$ cat src/core/usb_audio_fn_pkg.sv
// constants, layouts and encodings for the usb audio function control block
// Behaviour
// - all host traffic runs at usb full speed only; no other speed exists.
// - device descriptor: ep0 size 8, one configuration, class/subclass/protocol zero.
// - configuration attributes say bus powered, no remote wakeup.
// - max power defaults to 100 mA and software may replace it.
// - one configuration, four interfaces, each selectable only by defined alternates.
// - control interface zero accepts alternate setting zero only.
// - control topology holds five entities numbered one to five.
// - entity one is a usb streaming input terminal, stereo playback.
// - entity two is a speaker output terminal.
// - entity four is a microphone input terminal.
// - entity five is a usb streaming output terminal, stereo record.
// - feature unit three supports exactly volume and mute.
// - applied attenuation steps 1 dB per sample period toward target.
// - left and right volumes are held and applied independently.
// - master volume requests are stalled and leave volume unchanged.
// - mute is controlled only through the master channel.
// - per-channel mute requests are stalled and leave mute unchanged.
// - playback streaming interface has alternates zero to four, zero is idle.
// - each key input reads as pressed when high.
// - key inputs are only reported, never touch volume or mute.
// - suspend flag is low while suspended, high while operational.
// - key states are reported to the host every 32 ms.
// - suspend after 5 ms continuous idle, wake at once on non-idle.
package usb_audio_fn_pkg;
   // clock and long timings
   localparam int CLK_KHZ = 250000;
   localparam int REPORT_MS = 32;
   localparam int IDLE_MS = 5;
   // register byte offsets
   localparam logic [3:0] OFS_CFG = 4'h0;
   localparam logic [3:0] OFS_STATUS = 4'h4;
   localparam logic [3:0] OFS_VOL = 4'h8;
   localparam logic [3:0] OFS_ALT = 4'hC;
   // reset values
   localparam logic [7:0] MAX_POWER_RST = 8'h32;
   // descriptor constants
   localparam logic [7:0] DESC_LEN_DEV = 8'h12;
   localparam logic [7:0] DESC_LEN_CFG = 8'h09;
   localparam logic [7:0] DESC_TYPE_DEV = 8'h01;
   localparam logic [7:0] DESC_TYPE_CFG = 8'h02;
   localparam logic [7:0] DESC_TYPE_STR = 8'h03;
   localparam logic [7:0] EP0_SIZE = 8'h08;
   localparam logic [7:0] NUM_CFG = 8'h01;
   localparam logic [7:0] NUM_IFACE = 8'h04;
   localparam logic [7:0] CFG_ATTR = 8'h80;
   localparam logic [15:0] BCD_USB = 16'h0200;
   localparam logic [15:0] BCD_DEV = 16'h0100;
   localparam logic [15:0] LANG_ID = 16'h0409;
   localparam logic [7:0] STR_MFR = 8'h01;
   localparam logic [7:0] STR_PROD = 8'h02;
   // terminal types of entities one to five
   localparam logic [15:0] TT_USB_STREAM = 16'h0101;
   localparam logic [15:0] TT_SPEAKER = 16'h0301;
   localparam logic [15:0] TT_MIC = 16'h0201;
   localparam logic [15:0] TT_FEATURE = 16'h0000;
   localparam logic [7:0] FU_ENTITY = 8'h03;
   // alternate setting limits
   localparam logic [4:0] ALT_MAX_IF1 = 5'h04;
   localparam logic [4:0] ALT_MAX_IF2 = 5'h12;
   // volume in 1/256 dB, attenuation in whole dB
   localparam logic [6:0] ATT_MAX = 7'h40;
   localparam int GAIN_SHIFT = 15;
   typedef enum logic [1:0] {SEL_DEV = 2'h0, SEL_CFG = 2'h1, SEL_STR0 = 2'h2,
      SEL_TOPO = 2'h3} desc_sel_t;
   typedef enum logic [1:0] {KIND_SET_IF = 2'h0, KIND_SET_CUR = 2'h1,
      KIND_GET_CUR = 2'h2, KIND_OTHER = 2'h3} req_kind_t;
   localparam logic [7:0] CS_MUTE = 8'h01;
   localparam logic [7:0] CS_VOLUME = 8'h02;
   localparam logic [7:0] CH_MASTER = 8'h00;
   typedef enum logic [2:0] {SUSP_RUN = 3'b001, SUSP_IDLE = 3'b010,
      SUSP_SLEEP = 3'b100} susp_state_t;
endpackage

$ cat src/core/usb_audio_fn.sv
// usb audio function control: descriptors, requests, volume/mute, keys, suspend
`timescale 1ns/1ps
module usb_audio_fn #(
   parameter int REPORT_CYCLES = usb_audio_fn_pkg::REPORT_MS * usb_audio_fn_pkg::CLK_KHZ,
   parameter int IDLE_CYCLES = usb_audio_fn_pkg::IDLE_MS * usb_audio_fn_pkg::CLK_KHZ,
   parameter logic [15:0] VENDOR_ID = 16'h1234,  // arbitrary value
   parameter logic [15:0] PRODUCT_ID = 16'h5678  // arbitrary value
) (
   input wire logic mclk,
   input wire logic rst_b,
   // register port
   input wire logic [3:0] reg_addr,
   input wire logic [31:0] reg_wdata,
   input wire logic reg_wr,
   input wire logic reg_rd,
   output logic [31:0] reg_rdata,
   // descriptor fetch
   input wire logic [1:0] desc_sel,
   input wire logic [5:0] desc_idx,
   output logic [7:0] desc_byte,
   // decoded control requests
   input wire logic req_valid,
   input wire logic [1:0] req_kind,
   input wire logic [7:0] req_iface,
   input wire logic [7:0] req_entity,
   input wire logic [7:0] req_cs,
   input wire logic [7:0] req_ch,
   input wire logic [15:0] req_value,
   output logic req_done,
   output logic req_stall,
   output logic [15:0] req_rdata,
   // bus line state and full-speed attach
   input wire logic bus_idle,
   output logic fs_pullup_en,
   output logic suspend_flag_n,
   // keys and interrupt report
   input wire logic mute_key_in,
   input wire logic volume_up_key_in,
   input wire logic volume_down_key_in,
   output logic key_report_valid,
   output logic [2:0] key_report,
   // playback samples
   input wire logic sample_tick,
   input wire logic [15:0] sample_l,
   input wire logic [15:0] sample_r,
   output logic out_valid,
   output logic [15:0] out_l,
   output logic [15:0] out_r
);
   localparam int RW = $clog2(REPORT_CYCLES + 1);
   localparam int IW = $clog2(IDLE_CYCLES + 1);

   // refuse counts the counters cannot hold
   if (REPORT_CYCLES < 2 || IDLE_CYCLES < 2) begin : g_bad_count
      $error("timing counts must be at least two cycles");
   end

   logic [7:0] max_power_reg;
   logic [4:0] alt1_reg;
   logic [4:0] alt2_reg;
   logic mute_reg;
   logic [6:0] tgt_reg [2];
   logic [6:0] cur_reg [2];
   logic [2:0] keys_reg;
   logic [RW-1:0] rpt_cnt_reg;
   logic [IW-1:0] idle_cnt_reg;
   usb_audio_fn_pkg::susp_state_t susp_reg;
   logic [15:0] neg_val;
   logic vol_ok;
   logic [1:0] ch_idx;

   // full speed attach: d+ pull-up asserted once out of reset
   always_ff @(posedge mclk or negedge rst_b) begin
      if (!rst_b) begin
         fs_pullup_en <= 1'b0;
      end else begin
         fs_pullup_en <= 1'b1;
      end
   end

   // register writes: only max power is writable
   always_ff @(posedge mclk or negedge rst_b) begin
      if (!rst_b) begin
         max_power_reg <= usb_audio_fn_pkg::MAX_POWER_RST;
      end else if (reg_wr && reg_addr == usb_audio_fn_pkg::OFS_CFG) begin
         max_power_reg <= reg_wdata[7:0];
      end
   end

   // register reads, data in the following cycle, unmapped reads zero
   always_ff @(posedge mclk or negedge rst_b) begin
      if (!rst_b) begin
         reg_rdata <= 32'h0;
      end else if (reg_rd) begin
         case (reg_addr)
            usb_audio_fn_pkg::OFS_CFG: reg_rdata <= {24'h0, max_power_reg};
            usb_audio_fn_pkg::OFS_STATUS: reg_rdata <= {9'h0, cur_reg[1], 1'b0,
               cur_reg[0], 3'h0, keys_reg, ~suspend_flag_n, mute_reg};
            usb_audio_fn_pkg::OFS_VOL: reg_rdata <= {17'h0, tgt_reg[1], 1'b0, tgt_reg[0]};
            usb_audio_fn_pkg::OFS_ALT: reg_rdata <= {19'h0, alt2_reg, 3'h0, alt1_reg};
            default: reg_rdata <= 32'h0;
         endcase
      end else begin
         reg_rdata <= 32'h0;
      end
   end

   // descriptor rom, registered output
   always_ff @(posedge mclk or negedge rst_b) begin
      if (!rst_b) begin
         desc_byte <= 8'h0;
      end else begin
         desc_byte <= 8'h0;
         case (desc_sel)
            usb_audio_fn_pkg::SEL_DEV: begin
               case (desc_idx)
                  6'h00: desc_byte <= usb_audio_fn_pkg::DESC_LEN_DEV;
                  6'h01: desc_byte <= usb_audio_fn_pkg::DESC_TYPE_DEV;
                  6'h02: desc_byte <= usb_audio_fn_pkg::BCD_USB[7:0];
                  6'h03: desc_byte <= usb_audio_fn_pkg::BCD_USB[15:8];
                  6'h07: desc_byte <= usb_audio_fn_pkg::EP0_SIZE;
                  6'h08: desc_byte <= VENDOR_ID[7:0];
                  6'h09: desc_byte <= VENDOR_ID[15:8];
                  6'h0A: desc_byte <= PRODUCT_ID[7:0];
                  6'h0B: desc_byte <= PRODUCT_ID[15:8];
                  6'h0C: desc_byte <= usb_audio_fn_pkg::BCD_DEV[7:0];
                  6'h0D: desc_byte <= usb_audio_fn_pkg::BCD_DEV[15:8];
                  6'h0E: desc_byte <= usb_audio_fn_pkg::STR_MFR;
                  6'h0F: desc_byte <= usb_audio_fn_pkg::STR_PROD;
                  6'h11: desc_byte <= usb_audio_fn_pkg::NUM_CFG;
                  default: desc_byte <= 8'h0;  // class fields zero
               endcase
            end
            usb_audio_fn_pkg::SEL_CFG: begin
               case (desc_idx)
                  6'h00: desc_byte <= usb_audio_fn_pkg::DESC_LEN_CFG;
                  6'h01: desc_byte <= usb_audio_fn_pkg::DESC_TYPE_CFG;
                  6'h04: desc_byte <= usb_audio_fn_pkg::NUM_IFACE;
                  6'h05: desc_byte <= usb_audio_fn_pkg::NUM_CFG;
                  6'h07: desc_byte <= usb_audio_fn_pkg::CFG_ATTR;
                  6'h08: desc_byte <= max_power_reg;
                  default: desc_byte <= 8'h0;
               endcase
            end
            usb_audio_fn_pkg::SEL_STR0: begin
               case (desc_idx)
                  6'h00: desc_byte <= 8'h04;
                  6'h01: desc_byte <= usb_audio_fn_pkg::DESC_TYPE_STR;
                  6'h02: desc_byte <= usb_audio_fn_pkg::LANG_ID[7:0];
                  6'h03: desc_byte <= usb_audio_fn_pkg::LANG_ID[15:8];
                  default: desc_byte <= 8'h0;
               endcase
            end
            usb_audio_fn_pkg::SEL_TOPO: begin
               // terminal type per entity, two bytes each, entity n at 2n
               case (desc_idx)
                  6'h02: desc_byte <= usb_audio_fn_pkg::TT_USB_STREAM[7:0];
                  6'h03: desc_byte <= usb_audio_fn_pkg::TT_USB_STREAM[15:8];
                  6'h04: desc_byte <= usb_audio_fn_pkg::TT_SPEAKER[7:0];
                  6'h05: desc_byte <= usb_audio_fn_pkg::TT_SPEAKER[15:8];
                  6'h06: desc_byte <= usb_audio_fn_pkg::TT_FEATURE[7:0];
                  6'h07: desc_byte <= usb_audio_fn_pkg::TT_FEATURE[15:8];
                  6'h08: desc_byte <= usb_audio_fn_pkg::TT_MIC[7:0];
                  6'h09: desc_byte <= usb_audio_fn_pkg::TT_MIC[15:8];
                  6'h0A: desc_byte <= usb_audio_fn_pkg::TT_USB_STREAM[7:0];
                  6'h0B: desc_byte <= usb_audio_fn_pkg::TT_USB_STREAM[15:8];
                  default: desc_byte <= 8'h0;
               endcase
            end
            default: desc_byte <= 8'h0;
         endcase
      end
   end

   // volume value check: 1/256 dB units, 0 down to -64 dB
   always_comb begin
      neg_val = 16'(-req_value);
      vol_ok = (req_value == 16'h0) || (req_value[15] &&
         neg_val <= {1'b0, usb_audio_fn_pkg::ATT_MAX, 8'h0});
      ch_idx = 2'(req_ch - 8'h01);
   end

   // request handling, answered one cycle after req_valid
   always_ff @(posedge mclk or negedge rst_b) begin
      if (!rst_b) begin
         req_done <= 1'b0;
         req_stall <= 1'b0;
         req_rdata <= 16'h0;
         alt1_reg <= 5'h0;
         alt2_reg <= 5'h0;
         mute_reg <= 1'b0;
         tgt_reg[0] <= 7'h0;
         tgt_reg[1] <= 7'h0;
      end else begin
         req_done <= req_valid;
         req_stall <= 1'b0;
         req_rdata <= 16'h0;
         if (req_valid) begin
            case (req_kind)
               usb_audio_fn_pkg::KIND_SET_IF: begin
                  case (req_iface)
                     8'h00: req_stall <= req_value != 16'h0;
                     8'h01: begin
                        if (req_value > {11'h0, usb_audio_fn_pkg::ALT_MAX_IF1}) begin
                           req_stall <= 1'b1;
                        end else begin
                           alt1_reg <= req_value[4:0];
                        end
                     end
                     8'h02: begin
                        if (req_value > {11'h0, usb_audio_fn_pkg::ALT_MAX_IF2}) begin
                           req_stall <= 1'b1;
                        end else begin
                           alt2_reg <= req_value[4:0];
                        end
                     end
                     8'h03: req_stall <= req_value != 16'h0;
                     default: req_stall <= 1'b1;  // only four interfaces
                  endcase
               end
               usb_audio_fn_pkg::KIND_SET_CUR, usb_audio_fn_pkg::KIND_GET_CUR: begin
                  if (req_entity != usb_audio_fn_pkg::FU_ENTITY) begin
                     req_stall <= 1'b1;
                  end else if (req_cs == usb_audio_fn_pkg::CS_MUTE) begin
                     if (req_ch != usb_audio_fn_pkg::CH_MASTER) begin
                        req_stall <= 1'b1;  // state untouched
                     end else if (req_kind == usb_audio_fn_pkg::KIND_SET_CUR) begin
                        mute_reg <= req_value[0];
                     end else begin
                        req_rdata <= {15'h0, mute_reg};
                     end
                  end else if (req_cs == usb_audio_fn_pkg::CS_VOLUME) begin
                     if (req_ch == usb_audio_fn_pkg::CH_MASTER || req_ch > 8'h02) begin
                        req_stall <= 1'b1;  // volume untouched
                     end else if (req_kind == usb_audio_fn_pkg::KIND_GET_CUR) begin
                        req_rdata <= 16'(-{1'b0, tgt_reg[ch_idx[0]], 8'h0});
                     end else if (!vol_ok) begin
                        req_stall <= 1'b1;
                     end else begin
                        tgt_reg[ch_idx[0]] <= neg_val[14:8];  // per channel
                     end
                  end else begin
                     req_stall <= 1'b1;  // volume and mute only
                  end
               end
               default: req_stall <= 1'b1;
            endcase
         end
      end
   end

   // applied attenuation and sample scaling per channel
   for (genvar c = 0; c < 2; c++) begin : g_ch
      logic [3:0] oct;
      logic [2:0] frac;
      logic [16:0] gain;
      logic signed [32:0] prod;
      logic [15:0] smp;
      logic [15:0] scaled;
      // step one dB per sample toward target
      always_ff @(posedge mclk or negedge rst_b) begin
         if (!rst_b) begin
            cur_reg[c] <= 7'h0;
         end else if (sample_tick) begin
            if (cur_reg[c] < tgt_reg[c]) begin
               cur_reg[c] <= cur_reg[c] + 7'h01;
            end else if (cur_reg[c] > tgt_reg[c]) begin
               cur_reg[c] <= cur_reg[c] - 7'h01;
            end
         end
      end
      // 6 dB per octave shift, fractional dB from a small table
      always_comb begin
         smp = (c == 0) ? sample_l : sample_r;
         oct = 4'(cur_reg[c] / 7'h06);
         frac = 3'(cur_reg[c] % 7'h06);
         case (frac)
            3'h0: gain = 17'h08000;
            3'h1: gain = 17'h07209;
            3'h2: gain = 17'h06598;
            3'h3: gain = 17'h05A82;
            3'h4: gain = 17'h050A3;
            default: gain = 17'h047D6;
         endcase
         prod = $signed(smp) * $signed(gain);
         scaled = 16'(prod >>> (usb_audio_fn_pkg::GAIN_SHIFT + int'(oct)));
      end
      // mute zeros the sample, scaled data return when cleared
      if (c == 0) begin : g_l
         always_ff @(posedge mclk or negedge rst_b) begin
            if (!rst_b) begin
               out_l <= 16'h0;
            end else if (sample_tick) begin
               out_l <= mute_reg ? 16'h0 : scaled;
            end
         end
      end else begin : g_r
         always_ff @(posedge mclk or negedge rst_b) begin
            if (!rst_b) begin
               out_r <= 16'h0;
            end else if (sample_tick) begin
               out_r <= mute_reg ? 16'h0 : scaled;
            end
         end
      end
   end

   // output sample strobe, one cycle after the tick
   always_ff @(posedge mclk or negedge rst_b) begin
      if (!rst_b) begin
         out_valid <= 1'b0;
      end else begin
         out_valid <= sample_tick;
      end
   end

   // key sampling; keys feed the report and the status register, never the attenuator
   always_ff @(posedge mclk or negedge rst_b) begin
      if (!rst_b) begin
         keys_reg <= 3'h0;
      end else begin
         keys_reg <= {volume_down_key_in, volume_up_key_in, mute_key_in};
      end
   end

   // periodic key report on the interrupt endpoint
   always_ff @(posedge mclk or negedge rst_b) begin
      if (!rst_b) begin
         rpt_cnt_reg <= '0;
         key_report_valid <= 1'b0;
         key_report <= 3'h0;
      end else begin
         key_report_valid <= 1'b0;
         if (rpt_cnt_reg == RW'(REPORT_CYCLES - 1)) begin
            rpt_cnt_reg <= '0;
            key_report_valid <= 1'b1;
            key_report <= keys_reg;
         end else begin
            rpt_cnt_reg <= rpt_cnt_reg + RW'(1);
         end
      end
   end

   // suspend detect; wakes in the first non-idle cycle
   always_ff @(posedge mclk or negedge rst_b) begin
      if (!rst_b) begin
         susp_reg <= usb_audio_fn_pkg::SUSP_RUN;
         idle_cnt_reg <= '0;
         suspend_flag_n <= 1'b1;
      end else begin
         case (susp_reg)
            usb_audio_fn_pkg::SUSP_RUN: begin
               idle_cnt_reg <= '0;
               suspend_flag_n <= 1'b1;
               if (bus_idle) begin
                  susp_reg <= usb_audio_fn_pkg::SUSP_IDLE;
                  idle_cnt_reg <= IW'(1);
               end
            end
            usb_audio_fn_pkg::SUSP_IDLE: begin
               if (!bus_idle) begin
                  susp_reg <= usb_audio_fn_pkg::SUSP_RUN;
               end else if (idle_cnt_reg == IW'(IDLE_CYCLES - 1)) begin
                  susp_reg <= usb_audio_fn_pkg::SUSP_SLEEP;
                  suspend_flag_n <= 1'b0;
               end else begin
                  idle_cnt_reg <= idle_cnt_reg + IW'(1);
               end
            end
            usb_audio_fn_pkg::SUSP_SLEEP: begin
               if (!bus_idle) begin
                  susp_reg <= usb_audio_fn_pkg::SUSP_RUN;
                  suspend_flag_n <= 1'b1;
               end
            end
            default: susp_reg <= usb_audio_fn_pkg::SUSP_RUN;
         endcase
      end
   end
endmodule

$ cat config.mk
export PLATFORM = sky130hd
export DESIGN_NAME = usb_audio_fn
export DESIGN_NICKNAME = d
export VERILOG_FILES = /design/src/core/usb_audio_fn_pkg.sv /design/src/core/usb_audio_fn.sv
export SDC_FILE = /design/constraint.sdc
export NUM_CORES = 2
export LEC_CHECK = 0
export BUFFER_PORTS_ARGS = -buffer_cell sky130_fd_sc_hd__buf_2
export CAP_MARGIN = 10
export CORE_ASPECT_RATIO = 0.7
export CORE_MARGIN = 3
export CORE_UTILIZATION = 40
export DETAILED_ROUTE_END_ITERATION = 12
export HOLD_SLACK_MARGIN = 0.02
export MAX_ROUTING_LAYER = met4
export SLEW_MARGIN = 20
export SYNTH_ARGS = -nofsm -noshare
export SYNTH_HDL_FRONTEND = slang
export SYNTH_SLANG_ARGS = --single-unit
export TNS_END_PERCENT = 50
$ cat constraint.sdc
create_clock -name mclk -period 25.6 [get_ports mclk]
set_input_delay 1.28 -clock mclk [delete_from_list [all_inputs] [get_ports mclk]]
set_output_delay 1.28 -clock mclk [all_outputs]
set_load 0.005 [all_outputs]
==> metrics.md, run 1 <==
| Metric | Value |
|---|---|
| Synthesized flop and latch total | `177` |
| Hold_buf cts | `0` |
| Die H | `238.6 µm` |
| CTS H-tree lvls | `4` |
| Gr ovfl total | `0` |
| Post-synthesis mux area share | `0.04986` |
| Die Wd | `338.3 µm` |
| Synth area leaders | `fa_1 25%, dfrtp_1 14%, ha_1 12%, inv_1 7.7%, nand2_1 4.5%` |
| Post-synthesis simple-gate area fraction | `0.1700` |
| Biggest area consumer among synthesized cells | `fa_1` |
| Mean Syn Cell Area | `8.600 µm²` |
| GRT Total Usage | `0.2254` |
| Failing step | `detailed routing (5_2_route)` |
| CTS Buf Count | `17` |
| # clock sinks | `177` |
| First-pass GRT wire length | `140.7 mm` |
| Io pins | `233` |
| Synth warn | `0` |
| Placed Instance Area | `0.03272 mm²` |
| PostCTS Resize Cnt | `0` |
| Area of the mapped netlist | `0.03092 mm²` |
| First Err | `[ERROR DRT-0255] Maze Route cannot find path of net mclk in worker of routeBox ( 289800 96600 ) ( 338285 144900 ).` |
| Commonest register cell after synthesis | `dfrtp_1` |
| Post-DP HPWL | `71.67 mm` |
| Root buffer cell | `clkbuf_16` |
| Mapped Cells | `3,595` |
| Port Buf Inserts | `191` |
| Initial antenna violation count | `0` |
| Post-CTS Setup Bufs | `0` |
| Async set-or-reset flop fraction in the synthesized netlist | `1.000` |
| Fraction of the mapped netlist area in adder cells | `0.3683` |
| Largest net degree at the start of global routing | `94` |
| Number of global-route vias before repair | `24,620` |
| Xor/xnor share of the synthesized area | `0.03570` |
| Sequential area share after synthesis | `0.1435` |
| Largest family of logic cells by synthesized area | `adder cells` |
| Status | `stopped before the end` |
| Top cell type's share of synthesized area | `0.2525` |
| Initial Util | `0.4080` |
| GPL Wtd Cong | `0.9292` |
| Post-synth EDFFs | `0` |
| Synth Area in Compound Gates | `0.1280` |
| Max Buffers Root-to-Sink | `2` |
| Netlist cell types | `90` |
| Cell row count | `84` |
==> cell families after synthesis <==
| kind of cell | count (synthesis) |
|---|---|
| AOI/OAI and AO/OA | 593 |
| xor gates and xnor gates | 126 |
| adders and majority gates | 676 |
| buffers and inverters | 822 |
| DFF | 177 |
| muxes | 129 |
| other | 2 |
| and+or+nand+nor | 1070 |
==> through the flow <==
step	util	instances	worst slack, ns
after floorplan	-	3611	16.24
after global placement	0.4318	4688	13.77
after detailed placement	0.4318	4688	13.74
after CTS	0.4401	4720	13.66
after global routing	0.4405	4720	12.48
==> Yosys cell counts (45+ instances only) <==
| master | instances |
|---|---|
| ha_1 | 286 |
| nor3_1 | 45 |
| mux2i_1 | 66 |
| mux2_2 | 47 |
| nand2_1 | 372 |
| dfrtp_1 | 172 |
| xnor2_1 | 67 |
| inv_1 | 637 |
| a21oi_1 | 145 |
| o21ai_0 | 120 |
| clkbuf_1 | 123 |
| and2_1 | 153 |
| fa_1 | 390 |
| nor2_1 | 194 |
| xor2_1 | 59 |
| nand3_1 | 66 |
| and3_1 | 67 |
==> layer usage <==
metal and global-route usage:
met4 0.02270, met5 -, met2 0.2901, met3 0.05847
met1 0.3567
==> run 2, diff against run 1 <==
--- a/config.mk
+++ b/config.mk
@@ -7,12 +7,10 @@
 export LEC_CHECK = 0
 export BUFFER_PORTS_ARGS = -buffer_cell sky130_fd_sc_hd__buf_2
 export CAP_MARGIN = 10
-export CORE_ASPECT_RATIO = 0.7
 export CORE_MARGIN = 3
-export CORE_UTILIZATION = 40
+export CORE_UTILIZATION = 25
 export DETAILED_ROUTE_END_ITERATION = 12
-export HOLD_SLACK_MARGIN = 0.02
-export MAX_ROUTING_LAYER = met4
+export PLACE_DENSITY_LB_ADDON = 0.15
 export SLEW_MARGIN = 20
 export SYNTH_ARGS = -nofsm -noshare
 export SYNTH_HDL_FRONTEND = slang
==> metrics.md, run 2 <==
| Metric | Value |
|---|---|
| Status | `complete, no violations (was stopped before the end)` |
| Crit path top cell by count | `fa_1` |
| Synth-to-Final Area Change | `10.35%` |
| Worst-path clk slew | `0.08 ns` |
| Antenna Violating Nets Remaining | `0` |
| Die Wd | `357.7 µm (was 338.3 µm)` |
| Slew of the pin with the lowest slew margin | `1.158 ns` |
| CP peak stage delay | `0.82 ns` |
| First-pass GRT wire length | `152.0 mm (was 140.7 mm)` |
| Final Critical Period | `11.89 ns` |
| CTS Buf Count | `17 (unchanged)` |
| Post-synth EDFFs | `0 (unchanged)` |
| F_max | `84.12 MHz` |
| Final worst path period share | `0.4644` |
| Slew headroom | `0.2206` |
| Min-delay worst type | `register to register` |
| Total negative slack | `0 ns` |
| Synth warn | `0 (unchanged)` |
| Max Buffers Root-to-Sink | `2 (unchanged)` |
| Synthesized flop and latch total | `177 (unchanged)` |
| Area of the mapped netlist | `0.03092 mm² (unchanged)` |
| Root buffer cell | `clkbuf_16 (unchanged)` |
| CTS H-tree lvls | `4 (unchanged)` |
| Hold_buf cts | `0 (unchanged)` |
| Top cell type's share of synthesized area | `0.2525 (unchanged)` |
| Gr ovfl total | `0 (unchanged)` |
| Netlist cell types | `90 (unchanged)` |
| Largest net degree at the start of global routing | `65 (was 94)` |
| Critical Path Sink Type | `register` |
| Multi-input logic area | `0.02338 mm²` |
| Initial Util | `0.2527 (was 0.4080)` |
| Number of global-route vias before repair | `25,620 (was 24,620)` |
| Io pins | `233 (unchanged)` |
| Most frequent cells in the layout | `637 x inv_1, 390 x fa_1, 372 x nand2_1` |
| Biggest area consumer among synthesized cells | `fa_1 (unchanged)` |
| Post-synth top cells | `637 x inv_1, 390 x fa_1, 372 x nand2_1 (unchanged)` |
| CP arrival | `12.26 ns` |
| Register area | `0.004436 mm²` |
| Post-CTS Setup Bufs | `0 (unchanged)` |
| Critical Setup Path Class | `register to register` |
| Slowest CP cell | `dfrtp_1` |
| TritonCTS clock tree | `built` |
| PostCTS Resize Cnt | `0 (unchanged)` |
| Final slew viol count | `0` |
| Critical path startpoint category | `register` |
| Mean Syn Cell Area | `8.600 µm² (unchanged)` |
| Most frequent cell after synthesis | `inv_1 (unchanged)` |
| Critical path peak fanout | `50` |
| Post-DP HPWL | `78.68 mm (was 71.67 mm)` |
| DIE AREA | `0.1279 mm²` |
| Routed vias | `24,870` |
| GRT Total Usage | `0.1509 (was 0.2254)` |
| Cell row count | `128 (was 84)` |
| Clock Skew | `0.01083 ns` |
| Core region area | `0.1224 mm²` |
| Port Buf Inserts | `191 (unchanged)` |
| Residual DRC | `0` |
| Wirelength per Cell | `18.09 µm` |
| # clock sinks | `177 (unchanged)` |
| Synth area leaders | `fa_1 25%, dfrtp_1 14%, ha_1 12%, inv_1 7.7%, nand2_1 4.5% (unchanged)` |
| Final hold violation count | `0` |
| RSZ-0062 raised after global routing | `no` |
| Fillers | `13,410` |
| Total Nets Final | `4,496` |
| # setup viols final | `0` |
| Die H | `357.7 µm (was 238.6 µm)` |
| Post-Route WL | `96.34 mm` |
| Max reg flops | `23` |
| Initial antenna violation count | `5 (was 0)` |
| Commonest register cell after synthesis | `dfrtp_1 (unchanged)` |
| Share of layout cells above drive strength 1 | `0.1004` |
| Iteration-0 DRC Markers | `1,384` |
| Mapped Cells | `3,595 (unchanged)` |
| Sequential area share after synthesis | `0.1435 (unchanged)` |
| # Max-Cap Violations | `0` |
| Async set-or-reset flop fraction in the synthesized netlist | `1.000 (unchanged)` |
| Leading cell type in the layout, fill and taps excluded | `inv_1` |
| Vias per inst | `4.671` |
| DRT Pass-1 Iters | `5` |
| Critical path required time | `25.98 ns` |
| GPL Wtd Cong | `0.8366 (was 0.9292)` |
| Worst-Skew Late Latency | `0.45 ns` |
| Fin Hold WS | `0.4818 ns` |
## run 2: cell counts after synthesis
Identical to the previous run, type by type.
## run 2: path summary, 6_finish.rpt
kind,end,cells after the start,startpoint,slack [ns]
setup / recovery,out_r[8]$_DFFE_PN0P_,36,cur_reg[4]$_DFFE_PN0P_,13.71
hold / removal,rpt_cnt_reg[0]$_DFF_PN0_,1,rpt_cnt_reg[0]$_DFF_PN0_,0.48
setup reg to reg,out_r[8]$_DFFE_PN0P_,36,cur_reg[4]$_DFFE_PN0P_,13.71
hold reg to reg,rpt_cnt_reg[0]$_DFF_PN0_,1,rpt_cnt_reg[0]$_DFF_PN0_,0.48
max in group asynchronous,out_r[1]$_DFFE_PN0P_,3,rst_b,22.76
min in group asynchronous,fs_pullup_en$_DFF_PN0_,1,rst_b,0.77
## run 2: layer usage
| layer | track usage | vias up | share of wire |
|---|---|---|---|
| met4 | 0.02227 | 0 | 0.013 |
| met3 | 0.01358 | 57 | 0.031 |
| met2 | 0.2495 | 400 | 0.47 |
| met1 | 0.2179 | 12430 | 0.48 |
| met5 | 0 | - | 0 |
| li1 | - | 11980 | - |
## run 2: through the flow
stage	utilization	instances	setup WS [ns]	instance area, µm²
global route	0.2788	5322	12.89	34110
detailed placement	0.2741	5290	13.75	33540
finish	0.2788	5325	13.71	34120
global placement	0.2741	5290	13.75	33540
CTS	0.2788	5322	13.72	34110
floorplan	-	3611	16.24	30980
## run 2: cells by family after synthesis
kind of cell | synth area share
other | 0.0002429
buffers and inverters | 0.1045
and+or+nand+nor | 0.1700
muxes | 0.04986
AOI/OAI and AO/OA | 0.1280
xor gates and xnor gates | 0.03570
adders and majority gates | 0.3683
DFF | 0.1435
## run 2: area by class of cell
class                           count  area share
Antenna cell                        3   0.0002201
Clock buffer                       17     0.01247
Clock inverter                     15    0.004108
Inverter                          644     0.07086
Multi-Input combinational cell   2612      0.6854
Sequential cell                   177      0.1300
Tap cell                         1625     0.05960
Timing Repair Buffer              232     0.03730
## run 2: critical path, delay by kind of cell (launching register included)
kind,cells,cell delay (ns)
compound gates,18,4.38
fa+ha+maj,8,3.91
buf+inv,6,1.57
simple gates,4,1.08
flops,1,0.82
Power of run 2 is not shown: default switching activity piles up to over one toggle a cycle in this logic, so the estimate is an artifact.
